<file path="src/logic/tpsc_cfg.svh">
// Purpose: Constants of the tuner synthesizer serial control block
// Assumes: Included by the package, tpsc_sync and tpsc_serial_ctrl
// Notes:   Definitions only
`ifndef TPSC_CFG_SVH
`define TPSC_CFG_SVH

// ----------------------------------------
// Bus framing
// ----------------------------------------
`define TPSC_ADDR_FIXED 5'h18
`define TPSC_BIT_LAST 4'h8
`define TPSC_BIT_FIRST 4'h1
`define TPSC_BIT_NONE 4'h0
`define TPSC_MSB 7
`define TPSC_SYNC_W 11

// ----------------------------------------
// Synchroniser bit lanes
// ----------------------------------------
`define TPSC_LN_SCL 0
`define TPSC_LN_SDA 1
`define TPSC_LN_LOCK 2
`define TPSC_LN_AGC 3
`define TPSC_LN_STRAP_LO 4
`define TPSC_LN_STRAP_HI 6
`define TPSC_LN_CONV_LO 7
`define TPSC_LN_CONV_HI 10

// ----------------------------------------
// Field positions
// ----------------------------------------
`define TPSC_CB_CP 6
`define TPSC_CB_T_HI 5
`define TPSC_CB_T_LO 3
`define TPSC_CB_RS_HI 2
`define TPSC_CB_RS_LO 1
`define TPSC_CB_OS 0
`define TPSC_AB_ATC 7
`define TPSC_AB_AL_HI 6
`define TPSC_AB_AL_LO 4
`define TPSC_BB_P6 6
`define TPSC_BB_P4 4
`define TPSC_BB_P3 3
`define TPSC_BB_P0 0
`define TPSC_BB_P1 1

// ----------------------------------------
// Reset values
// ----------------------------------------
`define TPSC_CB_RESET 8'hc9
`define TPSC_BB_RESET 8'h00
`define TPSC_AB_RESET 8'h20
`define TPSC_DIV_RESET 15'h0000
`define TPSC_STATUS_ONES 2'h3

// ----------------------------------------
// Codes and decoded values
// ----------------------------------------
`define TPSC_TEST_PUMP_OFF 3'h2
`define TPSC_TEST_AUX 3'h3
`define TPSC_TEST_HALF_REF 3'h4
`define TPSC_TEST_HALF_DIV 3'h5
`define TPSC_TEST_SINK 3'h6
`define TPSC_TEST_SOURCE 3'h7
`define TPSC_RS_80 2'h0
`define TPSC_RS_128 2'h1
`define TPSC_RS_BAD 2'h2
`define TPSC_RATIO_80 8'h50
`define TPSC_RATIO_128 8'h80
`define TPSC_RATIO_64 8'h40
`define TPSC_AL_112 3'h2
`define TPSC_AL_109 3'h3
`define TPSC_AL_106 3'h4
`define TPSC_AL_103 3'h5
`define TPSC_AL_EXT 3'h6
`define TPSC_AL_FIXED 3'h7
`define TPSC_DB_115 7'h73
`define TPSC_DB_112 7'h70
`define TPSC_DB_109 7'h6d
`define TPSC_DB_106 7'h6a
`define TPSC_DB_103 7'h67
`define TPSC_DB_NONE 7'h00

`endif

</file>
<file path="src/logic/tpsc_pkg.sv">
// Purpose: Types of the tuner synthesizer serial control block
// Assumes: tpsc_cfg.svh holds the numbers
// Notes:   States, pointers and carriers
`default_nettype none
`include "tpsc_cfg.svh"
package tpsc_pkg;
	typedef enum logic [2:0] {PH_IDLE, PH_ADDR, PH_ADDR_ACK, PH_WRITE, PH_WRITE_ACK,
		PH_READ, PH_READ_ACK} tpsc_phase_t;
	typedef enum logic [2:0] {PT_FIRST, PT_DIV1, PT_DIV2, PT_CTRL, PT_PORT,
		PT_DONE} tpsc_ptr_t;
	typedef enum logic [1:0] {PUMP_NORMAL, PUMP_OFF, PUMP_SINK, PUMP_SOURCE} tpsc_pump_t;

	typedef struct packed {
		logic [14:0] dividerCount;
		logic pumpCurrentSelect;
		tpsc_pump_t pumpMode;
		logic halfRefOnPort6;
		logic halfDivOnPort6;
		logic converterBlocked;
		logic [7:0] refRatio;
		logic refRatioForbidden;
		logic [6:0] takeoverDbuv;
		logic agcDetectorOn;
		logic agcOutHiZ;
		logic agcOutForced;
		logic gainTimeConstant;
		logic tuningOutputOff;
		logic [7:0] portBits;
		logic highBandSelect;
	} tpsc_cfg_t;

	typedef struct packed {
		logic [`TPSC_SYNC_W-1:0] meta;
		logic [`TPSC_SYNC_W-1:0] stable;
	} tpsc_sync_t;

	typedef struct packed {
		logic sclPrev;
		logic sdaPrev;
		tpsc_phase_t phase;
		tpsc_ptr_t ptr;
		logic fromCtl;
		logic isRead;
		logic ackSeen;
		logic [3:0] bitCnt;
		logic [7:0] shift;
		logic sdaOe;
		logic sdaOut;
		logic [6:0] db1;
		logic [7:0] cb;
		logic [7:0] bb;
		logic [7:0] ab;
		logic por;
		logic [1:0] strapCode;
		tpsc_cfg_t cfg;
	} tpsc_state_t;
endpackage : tpsc_pkg
`default_nettype wire

</file>
<file path="src/logic/tpsc_sync.sv">
// Purpose: Two-stage synchroniser for all pin-level inputs
// Assumes: Inputs may change at any time
// Notes:   Only the second stage leaves the module
`default_nettype none
`include "tpsc_cfg.svh"
module tpsc_sync (
	input wire logic clk,
	input wire logic rst,
	input wire logic ce,
	input wire logic [`TPSC_SYNC_W-1:0] async,
	output logic [`TPSC_SYNC_W-1:0] synced
);
	import tpsc_pkg::*;
	tpsc_sync_t q;
	tpsc_sync_t d;

	always_comb begin
		d.meta = async;
		d.stable = q.meta;
	end

	always_ff @(posedge clk or posedge rst) begin
		if (rst) begin
			q <= '0;
		end else if (ce) begin
			q <= d;
		end
	end

	assign synced = q.stable;
endmodule : tpsc_sync
`default_nettype wire

</file>
<file path="src/logic/tpsc_therm.sv">
// Purpose: Thermometer comparator word to band code
// Assumes: Comparator outputs already synchronised
// Notes:   Counts ones, so one bubble costs one band at most
`default_nettype none
module tpsc_therm #(
	parameter int IW = 4,
	parameter int OW = 3
) (
	input wire logic [IW-1:0] therm,
	output logic [OW-1:0] code
);
	always_comb begin
		code = '0;
		for (int i = 0; i < IW; i++) begin
			code = code + OW'(therm[i]);
		end
	end
endmodule : tpsc_therm
`default_nettype wire

</file>
<file path="src/logic/tpsc_serial_ctrl.sv">
// Purpose: Two-wire slave, control registers and status byte of a tuner synthesizer
// Assumes: scl and the sda input come from pins; open-drain sda outside
// Notes:   Registers decode into tunerCfg, every output registered
`default_nettype none
`include "tpsc_cfg.svh"
module tpsc_serial_ctrl (
	input wire logic clk,
	input wire logic rst,
	input wire logic ce,
	input wire logic scl,
	input wire logic sdaIn,
	output logic sdaOut,
	output logic sdaOe,
	input wire logic [2:0] addrStrapPinLevel,
	input wire logic [3:0] convCompare,
	input wire logic loopLocked,
	input wire logic agcTakeoverReached,
	output tpsc_pkg::tpsc_cfg_t tunerCfg,
	output logic porFlag
);
	import tpsc_pkg::*;

	// ----------------------------------------
	// Input synchronisation
	// ----------------------------------------
	logic [`TPSC_SYNC_W-1:0] syncIn;
	logic [`TPSC_SYNC_W-1:0] syncOut;
	logic [1:0] strapNow;
	logic [2:0] convCode;
	logic sclS;
	logic sdaS;

	assign syncIn = {convCompare, addrStrapPinLevel, agcTakeoverReached, loopLocked,
		sdaIn, scl};

	tpsc_sync u_sync (
		.clk(clk),
		.rst(rst),
		.ce(ce),
		.async(syncIn),
		.synced(syncOut)
	);

	// Strap comparators sit between the four voltage bands
	tpsc_therm #(.IW(3), .OW(2)) u_strap (
		.therm(syncOut[`TPSC_LN_STRAP_HI:`TPSC_LN_STRAP_LO]),
		.code(strapNow)
	);

	tpsc_therm #(.IW(4), .OW(3)) u_conv (
		.therm(syncOut[`TPSC_LN_CONV_HI:`TPSC_LN_CONV_LO]),
		.code(convCode)
	);

	assign sclS = syncOut[`TPSC_LN_SCL];
	assign sdaS = syncOut[`TPSC_LN_SDA];

	// ----------------------------------------
	// Bus events
	// ----------------------------------------
	tpsc_state_t q;
	tpsc_state_t d;
	logic sclRise;
	logic sclFall;
	logic startSeen;
	logic stopSeen;
	logic byteDone;
	logic addrMatch;
	logic [7:0] statusByte;
	tpsc_ptr_t ptrSel;

	assign sclRise = sclS & ~q.sclPrev;
	assign sclFall = ~sclS & q.sclPrev;
	assign startSeen = sclS & q.sclPrev & q.sdaPrev & ~sdaS;
	assign stopSeen = sclS & q.sclPrev & ~q.sdaPrev & sdaS;
	assign byteDone = sclFall & (q.bitCnt == `TPSC_BIT_LAST);
	assign addrMatch = (q.shift[7:1] == {`TPSC_ADDR_FIXED, q.strapCode});
	assign statusByte = {q.por, syncOut[`TPSC_LN_LOCK], `TPSC_STATUS_ONES,
		syncOut[`TPSC_LN_AGC], convCode};
	assign ptrSel = (q.ptr != PT_FIRST) ? q.ptr :
		(q.shift[`TPSC_MSB] ? PT_CTRL : PT_DIV1);

	// ----------------------------------------
	// Next state
	// ----------------------------------------
	always_comb begin
		d = q;
		d.sclPrev = sclS;
		d.sdaPrev = sdaS;
		d.sdaOut = 1'b0;
		if (startSeen) begin
			d.phase = PH_ADDR;
			d.bitCnt = `TPSC_BIT_NONE;
			d.sdaOe = 1'b0;
		end else if (stopSeen) begin
			d.phase = PH_IDLE;
			d.sdaOe = 1'b0;
		end else begin
			case (q.phase)
				PH_IDLE: begin
					// Strap followed only between transfers
					d.strapCode = strapNow;
				end
				PH_ADDR, PH_WRITE: begin
					if (sclRise) begin
						d.shift = {q.shift[6:0], sdaS};
						d.bitCnt = q.bitCnt + `TPSC_BIT_FIRST;
					end else if (byteDone) begin
						if (q.phase == PH_ADDR) begin
							if (addrMatch) begin
								d.sdaOe = 1'b1;
								d.isRead = q.shift[0];
								d.ptr = PT_FIRST;
								d.phase = PH_ADDR_ACK;
							end else begin
								d.phase = PH_IDLE;
							end
						end else begin
							d.sdaOe = 1'b1;
							d.phase = PH_WRITE_ACK;
							if (q.ptr == PT_FIRST) begin
								d.fromCtl = q.shift[`TPSC_MSB];
							end
							// Load on the fall of the eighth clock
							case (ptrSel)
								PT_DIV1: begin
									d.db1 = q.shift[6:0];
									d.ptr = PT_DIV2;
								end
								PT_DIV2: begin
									d.cfg.dividerCount = {q.db1, q.shift};
									d.ptr = d.fromCtl ? PT_DONE : PT_CTRL;
								end
								PT_CTRL: begin
									d.cb = q.shift;
									d.ptr = PT_PORT;
								end
								PT_PORT: begin
									if (q.cb[`TPSC_CB_T_HI:`TPSC_CB_T_LO] == `TPSC_TEST_AUX) begin
										d.ab = q.shift;
									end else begin
										d.bb = q.shift;
									end
									d.ptr = d.fromCtl ? PT_DIV1 : PT_DONE;
								end
								default: begin
									// Surplus bytes are acknowledged and dropped
									d.ptr = PT_DONE;
								end
							endcase
						end
					end
				end
				PH_ADDR_ACK: begin
					if (sclFall) begin
						if (q.isRead) begin
							d.shift = statusByte;
							d.sdaOe = ~statusByte[`TPSC_MSB];
							d.bitCnt = `TPSC_BIT_FIRST;
							d.phase = PH_READ;
						end else begin
							d.sdaOe = 1'b0;
							d.bitCnt = `TPSC_BIT_NONE;
							d.phase = PH_WRITE;
						end
					end
				end
				PH_WRITE_ACK: begin
					if (sclFall) begin
						d.sdaOe = 1'b0;
						d.bitCnt = `TPSC_BIT_NONE;
						d.phase = PH_WRITE;
					end
				end
				PH_READ: begin
					if (byteDone) begin
						d.sdaOe = 1'b0;
						d.ackSeen = 1'b0;
						d.phase = PH_READ_ACK;
					end else if (sclFall) begin
						d.shift = {q.shift[6:0], 1'b0};
						d.sdaOe = ~q.shift[6];
						d.bitCnt = q.bitCnt + `TPSC_BIT_FIRST;
					end
				end
				PH_READ_ACK: begin
					if (sclRise) begin
						d.ackSeen = ~sdaS;
						if (sdaS) begin
							d.phase = PH_IDLE;
							d.por = 1'b0;
						end
					end else if (sclFall && q.ackSeen) begin
						d.shift = statusByte;
						d.sdaOe = ~statusByte[`TPSC_MSB];
						d.bitCnt = `TPSC_BIT_FIRST;
						d.phase = PH_READ;
					end
				end
				default: begin
					d.phase = PH_IDLE;
					d.sdaOe = 1'b0;
				end
			endcase
		end

		// ----------------------------------------
		// Decode of the stored bytes
		// ----------------------------------------
		d.cfg.pumpCurrentSelect = d.cb[`TPSC_CB_CP];
		d.cfg.tuningOutputOff = d.cb[`TPSC_CB_OS];
		d.cfg.halfRefOnPort6 = 1'b0;
		d.cfg.halfDivOnPort6 = 1'b0;
		case (d.cb[`TPSC_CB_T_HI:`TPSC_CB_T_LO])
			`TPSC_TEST_PUMP_OFF: d.cfg.pumpMode = PUMP_OFF;
			`TPSC_TEST_SINK: d.cfg.pumpMode = PUMP_SINK;
			`TPSC_TEST_SOURCE: d.cfg.pumpMode = PUMP_SOURCE;
			`TPSC_TEST_HALF_REF: begin
				d.cfg.pumpMode = PUMP_NORMAL;
				d.cfg.halfRefOnPort6 = 1'b1;
			end
			`TPSC_TEST_HALF_DIV: begin
				d.cfg.pumpMode = PUMP_NORMAL;
				d.cfg.halfDivOnPort6 = 1'b1;
			end
			default: d.cfg.pumpMode = PUMP_NORMAL;
		endcase
		// Converter code meaningless while port6 carries a test clock
		d.cfg.converterBlocked = d.cfg.halfRefOnPort6 | d.cfg.halfDivOnPort6;
		d.cfg.refRatioForbidden = 1'b0;
		case (d.cb[`TPSC_CB_RS_HI:`TPSC_CB_RS_LO])
			`TPSC_RS_80: d.cfg.refRatio = `TPSC_RATIO_80;
			`TPSC_RS_128: d.cfg.refRatio = `TPSC_RATIO_128;
			`TPSC_RS_BAD: begin
				// Forbidden setting, keep a safe ratio and flag it
				d.cfg.refRatio = `TPSC_RATIO_80;
				d.cfg.refRatioForbidden = 1'b1;
			end
			default: d.cfg.refRatio = `TPSC_RATIO_64;
		endcase
		d.cfg.gainTimeConstant = d.ab[`TPSC_AB_ATC];
		d.cfg.agcDetectorOn = 1'b1;
		d.cfg.agcOutHiZ = 1'b0;
		d.cfg.agcOutForced = 1'b0;
		case (d.ab[`TPSC_AB_AL_HI:`TPSC_AB_AL_LO])
			`TPSC_AL_112: d.cfg.takeoverDbuv = `TPSC_DB_112;
			`TPSC_AL_109: d.cfg.takeoverDbuv = `TPSC_DB_109;
			`TPSC_AL_106: d.cfg.takeoverDbuv = `TPSC_DB_106;
			`TPSC_AL_103: d.cfg.takeoverDbuv = `TPSC_DB_103;
			`TPSC_AL_EXT: begin
				d.cfg.takeoverDbuv = `TPSC_DB_NONE;
				d.cfg.agcDetectorOn = 1'b0;
				d.cfg.agcOutHiZ = 1'b1;
			end
			`TPSC_AL_FIXED: begin
				d.cfg.takeoverDbuv = `TPSC_DB_NONE;
				d.cfg.agcDetectorOn = 1'b0;
				d.cfg.agcOutForced = 1'b1;
			end
			default: d.cfg.takeoverDbuv = `TPSC_DB_115;
		endcase
		d.cfg.portBits = d.bb;
		d.cfg.highBandSelect = ~d.bb[`TPSC_BB_P0] & ~d.bb[`TPSC_BB_P1];
	end

	// ----------------------------------------
	// State register
	// ----------------------------------------
	always_ff @(posedge clk or posedge rst) begin
		if (rst) begin
			q <= '0;
			q.sclPrev <= 1'b1;
			q.sdaPrev <= 1'b1;
			q.phase <= PH_IDLE;
			q.ptr <= PT_FIRST;
			q.cb <= `TPSC_CB_RESET;
			q.bb <= `TPSC_BB_RESET;
			q.ab <= `TPSC_AB_RESET;
			q.por <= 1'b1;
			q.cfg.dividerCount <= `TPSC_DIV_RESET;
			q.cfg.pumpCurrentSelect <= 1'b1;
			q.cfg.pumpMode <= PUMP_NORMAL;
			q.cfg.refRatio <= `TPSC_RATIO_80;
			q.cfg.takeoverDbuv <= `TPSC_DB_112;
			q.cfg.agcDetectorOn <= 1'b1;
			q.cfg.tuningOutputOff <= 1'b1;
			q.cfg.highBandSelect <= 1'b1;
		end else if (ce) begin
			q <= d;
		end
	end

	assign sdaOut = q.sdaOut;
	assign sdaOe = q.sdaOe;
	assign tunerCfg = q.cfg;
	assign porFlag = q.por;

	// ----------------------------------------
	// Checks
	// ----------------------------------------
	logic tick;
	assign tick = ce & ~startSeen & ~stopSeen;

	AST_ADDR_MISS: assert property (@(posedge clk) disable iff (rst)
		(tick && q.phase == PH_ADDR && byteDone && !addrMatch)
		|=> (q.phase == PH_IDLE && !q.sdaOe))
		else $error("foreign address not ignored");

	AST_ADDR_ACK: assert property (@(posedge clk) disable iff (rst)
		(tick && q.phase == PH_ADDR && byteDone && addrMatch)
		|=> (q.sdaOe && q.phase == PH_ADDR_ACK))
		else $error("own address not acknowledged");

	AST_SDA_HOLD: assert property (@(posedge clk) disable iff (rst)
		q.sclPrev |-> $stable(q.sdaOe))
		else $error("data line moved while clock high");

	AST_STATUS_LOAD: assert property (@(posedge clk) disable iff (rst)
		(tick && q.phase == PH_ADDR_ACK && sclFall && q.isRead)
		|=> (q.shift[5:4] == `TPSC_STATUS_ONES && q.shift[7] == $past(q.por)
		&& q.sdaOe == !q.shift[7] && q.bitCnt == `TPSC_BIT_FIRST))
		else $error("status byte not loaded");

	AST_NACK_END: assert property (@(posedge clk) disable iff (rst)
		(tick && q.phase == PH_READ_ACK && sclRise && sdaS)
		|=> (!q.por && q.phase == PH_IDLE && !q.sdaOe) ##1 !q.por)
		else $error("read end did not clear power-on flag");

	AST_ACK_MORE: assert property (@(posedge clk) disable iff (rst)
		(tick && q.phase == PH_READ_ACK && sclFall && q.ackSeen)
		|=> (q.phase == PH_READ && q.bitCnt == `TPSC_BIT_FIRST))
		else $error("master ack did not start next byte");

	AST_AUX_TAKE: assert property (@(posedge clk) disable iff (rst)
		(tick && q.phase == PH_WRITE && byteDone && ptrSel == PT_PORT
		&& q.cb[`TPSC_CB_T_HI:`TPSC_CB_T_LO] == `TPSC_TEST_AUX)
		|=> (q.ab == $past(q.shift) && $stable(q.bb)))
		else $error("gain byte not taken after test code");

	AST_DIV_LOAD: assert property (@(posedge clk) disable iff (rst)
		(tick && q.phase == PH_WRITE && byteDone && ptrSel == PT_DIV2)
		|=> (q.cfg.dividerCount == {$past(q.db1), $past(q.shift)}))
		else $error("divider not loaded on eighth clock");

	AST_RATIO: assert property (@(posedge clk) disable iff (rst)
		(q.cb[`TPSC_CB_RS_HI:`TPSC_CB_RS_LO] == `TPSC_RS_128)
		|-> (q.cfg.refRatio == `TPSC_RATIO_128))
		else $error("reference ratio decode wrong");

	AST_AGC_EXT: assert property (@(posedge clk) disable iff (rst)
		(q.ab[`TPSC_AB_AL_HI:`TPSC_AB_AL_LO] == `TPSC_AL_EXT)
		|-> (q.cfg.agcOutHiZ && !q.cfg.agcDetectorOn && !q.cfg.agcOutForced))
		else $error("external gain mode not decoded");

	AST_PUMP_SINK: assert property (@(posedge clk) disable iff (rst)
		(q.cb[`TPSC_CB_T_HI:`TPSC_CB_T_LO] == `TPSC_TEST_SINK)
		|-> (q.cfg.pumpMode == PUMP_SINK))
		else $error("pump sink mode not decoded");

	COV_READ_END: cover property (@(posedge clk) disable iff (rst)
		q.phase == PH_READ_ACK ##1 q.phase == PH_IDLE);
	COV_AUX_WRITE: cover property (@(posedge clk) disable iff (rst)
		tick && byteDone && q.phase == PH_WRITE && ptrSel == PT_PORT
		&& q.cb[`TPSC_CB_T_HI:`TPSC_CB_T_LO] == `TPSC_TEST_AUX);
	COV_FULL_WRITE: cover property (@(posedge clk) disable iff (rst)
		tick && byteDone && q.phase == PH_WRITE && ptrSel == PT_PORT && !q.fromCtl);
	COV_TWO_READS: cover property (@(posedge clk) disable iff (rst)
		tick && q.phase == PH_READ_ACK && sclFall && q.ackSeen);
endmodule : tpsc_serial_ctrl
`default_nettype wire

</file>
<file path="config.mk">
export PLATFORM = sky130hd
export DESIGN_NAME = tpsc_serial_ctrl
export DESIGN_NICKNAME = d
export VERILOG_FILES = /design/src/logic/tpsc_pkg.sv /design/src/logic/tpsc_sync.sv /design/src/logic/tpsc_therm.sv /design/src/logic/tpsc_serial_ctrl.sv
export VERILOG_INCLUDE_DIRS = /design/src /design/src/logic
export SDC_FILE = /design/constraint.sdc
export NUM_CORES = 1
export LEC_CHECK = 0
export BUFFER_PORTS_ARGS = -buffer_cell sky130_fd_sc_hd__buf_2
export CORE_ASPECT_RATIO = 0.8
export CORE_UTILIZATION = 63
export DETAILED_ROUTE_END_ITERATION = 12
export PLACE_DENSITY = 0.91
export SYNTH_ARGS = -nofsm -noshare
export SYNTH_HDL_FRONTEND = slang
export SYNTH_SLANG_ARGS = --single-unit
</file>
<file path="constraint.sdc">
create_clock -name clk -period 7.77 [get_ports clk]
set_clock_uncertainty 0.05 [all_clocks]
set_input_delay 1.554 -clock clk [delete_from_list [all_inputs] [get_ports clk]]
set_output_delay 1.554 -clock clk [all_outputs]
set_load 0.05 [all_outputs]
</file>
# ---- Word-level counts from Yosys, hierarchy flattened
# Index checks and enable logic that the tools add are counted.
dict set report word_totals {
  register_bits 122
}
dict set report classes {
  n_addsub 6
  eq_ne 56
  mux 84
  bitwise_logic 23
  reduce_logical 25
}
# op n
set op_table {}
lappend op_table {{23-bit two-way mux} 4}
lappend op_table {{41-bit two-way mux} 2}
lappend op_table {{15-bit two-way mux} 5}
lappend op_table {{13-bit two-way mux} 4}
lappend op_table {{8-bit two-way mux} 5}
lappend op_table {{3-bit two-way mux} 13}
lappend op_table {{3-bit equality test (second input constant)} 12}
lappend op_table {{12-bit two-way mux} 3}
lappend op_table {{7-bit one-hot mux with 5 select lines} 1}
lappend op_table {{8-bit one-hot mux with 4 select lines} 1}
lappend op_table {{1-bit two-way mux} 31}
lappend op_table {{4-bit inequality test (second input constant)} 7}
lappend op_table {{9-bit AND reduction} 3}
lappend op_table {{3-bit by 2-bit equality test with 1-bit output (second input constant)} 8}
lappend op_table {{3-bit inequality test (second input constant)} 8}
lappend op_table {{8-bit AND reduction} 3}
lappend op_table {{2-bit inequality test (second input constant)} 11}
lappend op_table {{4-bit one-hot mux with 5 select lines} 1}
lappend op_table {{10-bit AND reduction} 2}
lappend op_table {{3-bit one-hot mux with 6 select lines} 1}
lappend op_table {{16-bit two-way mux} 1}
lappend op_table {{8-bit one-hot mux with 2 select lines} 1}
lappend op_table {{5-bit inequality test (second input constant)} 3}
lappend op_table {{7-bit AND reduction} 2}
lappend op_table {{other kinds (32)} 62}

# ---- Depth between registers and ports, before layout
# Gate-level depths: netlist of the first run.
dict set report logic_depth {
  depth_word 16
  depth_mapped 8
}

# ---- By module
# A second synthesis of the first run with hierarchy kept.
dict set report hier_totals {
  hier_cells 536
  area_unflattened_um2 5834.3
}
# module instances cells_each area_per_inst_um2 seq_area_each_um2
set modules_own_cells {}
lappend modules_own_cells {tpsc_serial_ctrl 1 480 4926.0 2193.4}
lappend modules_own_cells {tpsc_sync 1 47 824.5 550.5}
lappend modules_own_cells {{tpsc_therm at u_conv} 1 8 63.8 0.0}
lappend modules_own_cells {{tpsc_therm at u_strap} 1 1 20.0 0.0}

# ---- Worst setup path after synthesis of the first run
# No wires, ideal clock.
dict set report synth_path {
  path_kind {input port to flip-flop}
  from {in ce}
  to {reg q[87] in the netlist's numbering}
  arrival_time_ns 2.838
  required_ns 7.595
  slack_ns 4.757
  path_stages 7
  n_path_buf 2
  cell_sequence {inv_2 -> a31oi_1 -> and3_1 -> clkbuf_2 -> and3_1 -> buf_2 -> mux2_2}
}
dict set report synth_between {
  elab_chain_len 1
}
# item line_no
set synth_lines {}
lappend synth_lines {{start, declared} tpsc_serial_ctrl.sv:9} ;# input wire logic ce,
lappend synth_lines {{11-bit AND reduction (no source line)} --}
lappend synth_lines {{end, declared} tpsc_serial_ctrl.sv:61} ;# tpsc_state_t q;
# Every way passes these cells.
# A chain may end at the register's enable or synchronous reset.

# ---- Worst setup path after layout of the first run
# Same ends and word-level chain as after synthesis.

==> results.cfg, run 1 <==
[timing]
setup_slack_ns = 4.00
finalMaxSlewViolations = 0
final.min_clock_period_ns = 3.77
hold_ws_ns = 0.425
fmax_mhz = 265
fin_crit_sh = 0.485
hold_viol_final = 0
relSlewSlack = 0.365
setup-violations-final = 0
rsz0062_at_grt = no
worst_slew_pin_slew_ns = 0.953
finalSetupTns_ns = 0

[job]
max_cap_violations = 0

[power]
p_int_mw = 1.06
power.density_cell_area_nw_per_um2 = 269
power_switching_mw = 0.595
vdd_drop_max_mv = 0.201
comb_power_share = 0.244
netSwitchingFraction = 0.359
seq_power_share = 0.472
leakage_nw = 2.84
clkPwrFrac = 0.284

[finish]
syn_to_final_growth_pct = 4.33
fin_area_um2 = 6150
diodes = 0
nets = 565
finish.utilization = 0.678
layout-drive-gt1-share = 0.320

[floorplan]
die-area_um2 = 9760
core-area_um2 = 9080
ios = 68
dieHeight_um = 88.6
start_util = 0.650
die_w_um = 110
num_rows = 31

[global_routing]
grt_pass1_vias = 3844
overflow = 0
grt_use_total = 0.267
grt_start_max_net_pins = 71
grt_pass1_wl_um = 19500
antenna_found_initial = 0

[placed_design]
dp_slack_ns = 3.71
port_buffers = 61
dp_hpwl_um = 8470
place_congestion = 0.929
dpl_cell_area_um2 = 5850

[clocking]
cts_setup_buffers = 0
clk_latency_ns = 0.35
cts_hold_buf = 0
cts_resized = 0
cts_buffers = 9
path_clk_slew_ns = 0.07
cts_buffer_depth = 2
root_buffer = clkbuf_16
numClockSinks = 109
h-tree-depth = 3
cts_tree = built

[worst_hold_path]
min_from = tunerCfg[28]
hold_class = reg2reg
worstHoldEndpoint = tunerCfg[28]
whs_path_depth = 2

[yosys]
yosysWarningCount = 0
synth_seq_area_share = 0.465
ys_async_sr_fraction = 1.00
post_synth_instance_area_um2 = 5900
synth_edf_count = 0
synth_cells = 551
avgSynthCellArea_um2 = 10.7
ys_ff_latch = 109
synth_cell_types = 72
ys.flop_type = dfrtp_1

[route]
drtIter0Drc = 356
firstDrtPassIters = 5
dr_total_vias = 4120
ant_nets = 0
wirelength_um = 12300
drc = 0
wire_per_inst_um = 18.5
viasPerCell = 6.20

[status]
outcome = finished, final reports clean

[worst_setup_path]
r2r_start = q[105]
cp_max_fo = 66
start_kind = primary input
cp-end-kind = flip-flop
critPathRequiredTime_ns = 7.96
rrSetupSlack_ns = 5.06
reg2reg_depth = 5
critical_path_class = in2reg
worstReg2RegEnd = q[60]
cp.arrival_ns = 3.95
-- per-layer routing --
metal	vias to the layer above	track usage	routed length, µm
met2	191	0.417	5750
met4	0	0.0730	102
li1	1880	-	-
met5	-	0	0
met1	2039	0.369	5520
met3	10	0.0751	931
-- cells in the mapped netlist, types with 3 or more instances --
| library cell | instances | share of area |
|---|---|---|
| buf_1 | 6 | 0.0038 |
| o2111ai_1 | 3 | 0.0045 |
| xnor2_1 | 5 | 0.0074 |
| xor2_1 | 3 | 0.0045 |
| nor3_1 | 4 | 0.0034 |
| nand3_1 | 12 | 0.010 |
| mux2i_1 | 6 | 0.010 |
| or3_1 | 3 | 0.0032 |
| mux2_4 | 8 | 0.020 |
| ha_1 | 4 | 0.0085 |
| inv_1 | 15 | 0.0095 |
| nand2_1 | 34 | 0.022 |
| a21oi_1 | 23 | 0.020 |
| and2_1 | 5 | 0.0053 |
| nor3b_1 | 5 | 0.0064 |
| buf_2 | 6 | 0.0051 |
| o221ai_1 | 4 | 0.0059 |
| and3b_1 | 3 | 0.0045 |
| dfstp_2 | 13 | 0.058 |
| dfrtp_1 | 96 | 0.41 |
| nor2_1 | 29 | 0.018 |
| nor2b_1 | 14 | 0.015 |
| a31oi_1 | 16 | 0.017 |
| nand3b_1 | 6 | 0.0076 |
| o211ai_1 | 6 | 0.0076 |
| buf_4 | 52 | 0.066 |
| nand2b_1 | 6 | 0.0064 |
| clkbuf_1 | 17 | 0.011 |
| o31ai_1 | 4 | 0.0051 |
| o21ai_0 | 24 | 0.020 |
| a211oi_1 | 4 | 0.0051 |
| and3_1 | 3 | 0.0032 |
| mux2_2 | 61 | 0.12 |
| nand4_1 | 4 | 0.0042 |
| o21ai_1 | 3 | 0.0025 |
-- cell type report --
class / instances / area, µm²
fillers: 681 / 2920
flip-flops and latches: 109 / 2740
multi-input cells: 346 / 2570
repair buffers: 63 / 320
clock buffers: 10 / 239
well taps: 115 / 144
clock inverters: 6 / 70.1
inverters: 16 / 62.6
-- registers in the layout, summed over array words and instances (netlist names) --
| register | count |
|---|---|
| sdaOe | 1 |
| u_sync.d | 11 |
| tunerCfg | 42 |
| u_sync.synced | 11 |
| q | 43 |
| porFlag | 1 |
-- placed cells by master (no fill, tap or decap), types with 14 or more instances in the layout --
cell,synthesis,layout
a31oi_1,16,16
nor2b_1,14,14
mux2_2,61,61
dfrtp_1,96,96
nor2_1,29,29
buf_2,6,61
a21oi_1,23,23
nand2_1,34,34
inv_1,15,14
o21ai_0,24,24
-- through the flow --
stage               std cells  power (mW)
global placement          649        1.16
floorplan                 556        1.08
finish                    665        1.66
CTS                       665        1.66
global route              665        1.74
detailed placement        649        1.19
-- kinds of logic after synthesis --
| logic type | count (synthesis) | share of synthesized area |
|---|---|---|
| simple gates | 142 | 0.134 |
| flops | 109 | 0.465 |
| compound gates | 108 | 0.123 |
| buf+inv | 101 | 0.102 |
| mux | 76 | 0.149 |
| xor+xnor | 8 | 0.0119 |
| fa+ha+maj | 6 | 0.0153 |
| other cells | 1 | 0.000636 |
-- worst max path at each step --
stage | start | endpoint | slack (ns) | cells past startpoint
2_1_floorplan | rst | q[100] | 3.31 | 1
3_3_place_gp | ce | q[87] | 3.80 | 7
3_5_place_dp | ce | q[87] | 3.71 | 7
4_1_cts | ce | q[87] | 4.07 | 7
5_1_grt | ce | q[87] | 3.77 | 7
6_report | ce | q[87] | 4.00 | 7
-- power groups by stage --
stage          Clock (mW)  Sequential (mW)  Combinational (mW)
3_3_place_gp            0            0.781               0.382
2_1_floorplan           0            0.692               0.392
5_1_grt             0.501            0.795               0.448
6_report            0.470            0.783               0.405
3_5_place_dp            0            0.790               0.399
4_1_cts             0.480            0.780               0.400
-- worst max-delay path, cell delays in order --
cell,delay (ns)
buf_2,0.08
buf_4,0.54
inv_2,0.23
a31oi_1,0.37
and3_1,0.36
and3_1,0.38
mux2_2,0.37
Note: power is estimated with default switching activity, not from simulation.
==> inputs of run 2 (changes only) <==
--- a/config.mk
+++ b/config.mk
@@ -8,9 +8,9 @@
 export LEC_CHECK = 0
 export BUFFER_PORTS_ARGS = -buffer_cell sky130_fd_sc_hd__buf_2
 export CORE_ASPECT_RATIO = 0.8
-export CORE_UTILIZATION = 63
+export CORE_UTILIZATION = 59
 export DETAILED_ROUTE_END_ITERATION = 12
-export PLACE_DENSITY = 0.91
+export PLACE_DENSITY = 0.86
 export SYNTH_ARGS = -nofsm -noshare
 export SYNTH_HDL_FRONTEND = slang
 export SYNTH_SLANG_ARGS = --single-unit
==> constraint.sdc (replaced) <==
create_clock -name clk -period 3.65 [get_ports clk]
set_clock_uncertainty 0.05 [all_clocks]
set_input_delay 0.73 -clock clk [delete_from_list [all_inputs] [get_ports clk]]
set_output_delay 0.73 -clock clk [all_outputs]
set_load 0.05 [all_outputs]
==> run 2 against run 1 <==
Power is 110% higher. Die area is 6.6% higher. Critical path type is now reg2reg. Worst hold slack hardly changed. Final area is 0.59% higher.
==> results.cfg, run 2 (synthesis results as in run 1) <==
[timing]
worst_slew_pin_slew_ns = 0.884
hold_viol_final = 0
rsz0062_at_grt = no
final.min_clock_period_ns = 2.65
setup-violations-final = 0
fin_crit_sh = 0.727
fmax_mhz = 377
finalMaxSlewViolations = 0
relSlewSlack = 0.411
hold_ws_ns = 0.426
finalSetupTns_ns = 0

[floorplan]
start_util = 0.609
num_rows = 32
ios = 68
dieHeight_um = 91.4
core-area_um2 = 9690
die_w_um = 114
die-area_um2 = 10400

[worst_setup_path]
start_kind = flip-flop
cp-end-kind = flip-flop
cp.arrival_ns = 2.83
critPathRequiredTime_ns = 3.82
cp_max_fo = 26
critical_path_class = reg2reg
rrSetupSlack_ns = 1.0

[clocking]
root_buffer = clkbuf_16
cts_resized = 0
h-tree-depth = 3
cts_buffers = 9
numClockSinks = 109
cts_hold_buf = 0
cts_tree = built
path_clk_slew_ns = 0.07
clk_latency_ns = 0.34
cts_buffer_depth = 2
cts_setup_buffers = 0

[global_routing]
antenna_found_initial = 0
grt_pass1_wl_um = 19900
grt_start_max_net_pins = 52
grt_pass1_vias = 3920
overflow = 0
grt_use_total = 0.245

[finish]
layout-drive-gt1-share = 0.320
final_common_cell = dfrtp_1
diodes = 0
nets = 568
fin_area_um2 = 6190
final_cell_mix = dfrtp_1, mux2_2, buf_2, nand2_1, nor2_1
syn_to_final_growth_pct = 4.94
largest_register_ffs = 43
top_register = q
fillers = 775

[placed_design]
dpl_cell_area_um2 = 5890
dp_hpwl_um = 8440
port_buffers = 61
place_congestion = 0.913

[route]
viasPerCell = 5.89
wirelength_um = 11900
drtIter0Drc = 491
drc = 0
ant_nets = 0
wire_per_inst_um = 17.2
dr_total_vias = 4056
firstDrtPassIters = 5

[job]
max_cap_violations = 0

[power]
leakage_nw = 2.85
vdd_drop_max_mv = 0.389
power.density_cell_area_nw_per_um2 = 563

[worst_hold_path]
hold_class = in2async

[status]
outcome = finished, final reports clean
[run 2: changes by cell type in the layout (fill, tap and decap cells not counted)]
cell / change
clkbuf_1: +2
buf_4: +3
inv_8: -1
inv_6: -1
[run 2: worst paths after layout]
path | cells after the start | start | to
setup / recovery | 5 | q[105] | q[79]
hold / removal | 2 | rst | q[97]
setup reg to reg | 5 | q[105] | q[79]
hold reg to reg | 2 | tunerCfg[28] | tunerCfg[28]
max in group asynchronous | 3 | rst | tunerCfg[28]
min in group clk | 2 | tunerCfg[28] | tunerCfg[28]
[run 2: routing by layer]
layer	global-route usage	wire (µm)	up-vias
met5	0	0	-
met4	0.0768	127	0
met3	0.0494	842	10
met2	0.360	5410	179
met1	0.364	5490	1977
li1	-	-	1890
[run 2: final cells by class]
cell class | instances | area (µm²) | area share
Clock buffer | 12 | 246 | 0.0398
Clock inverter | 4 | 50.0 | 0.00808
Inverter | 16 | 62.6 | 0.0101
Multi-Input combinational cell | 346 | 2570 | 0.416
Sequential cell | 109 | 2740 | 0.443
Tap cell | 136 | 170 | 0.0275
Timing Repair Buffer | 66 | 343 | 0.0554
[run 2: metrics by stage]
stage / worst slack, ns / std cells / util / total power, mW
2_1_floorplan: 0.0176 / 556 / - / 2.31
3_3_place_gp: 0.906 / 673 / 0.608 / 2.48
3_5_place_dp: 0.861 / 673 / 0.608 / 2.52
4_1_cts: 1.03 / 689 / 0.639 / 3.49
5_1_grt: 0.822 / 689 / 0.639 / 3.68
6_report: 0.998 / 689 / 0.639 / 3.49
[run 2: power breakdown]
group	total [mW]	switching, mW	internal (mW)
logic	0.862	0.500	0.362
registers	1.66	0.310	1.35
clock network	0.967	0.417	0.550
total	3.49	1.23	2.26
[run 2: worst max-delay path, stage by stage (launching register included)]
cell and delay [ns]:
dfrtp_1 0.85, and3b_1 0.33, nand3_4 0.12, nor3_2 0.23
or3b_1 0.58, mux2_4 0.37
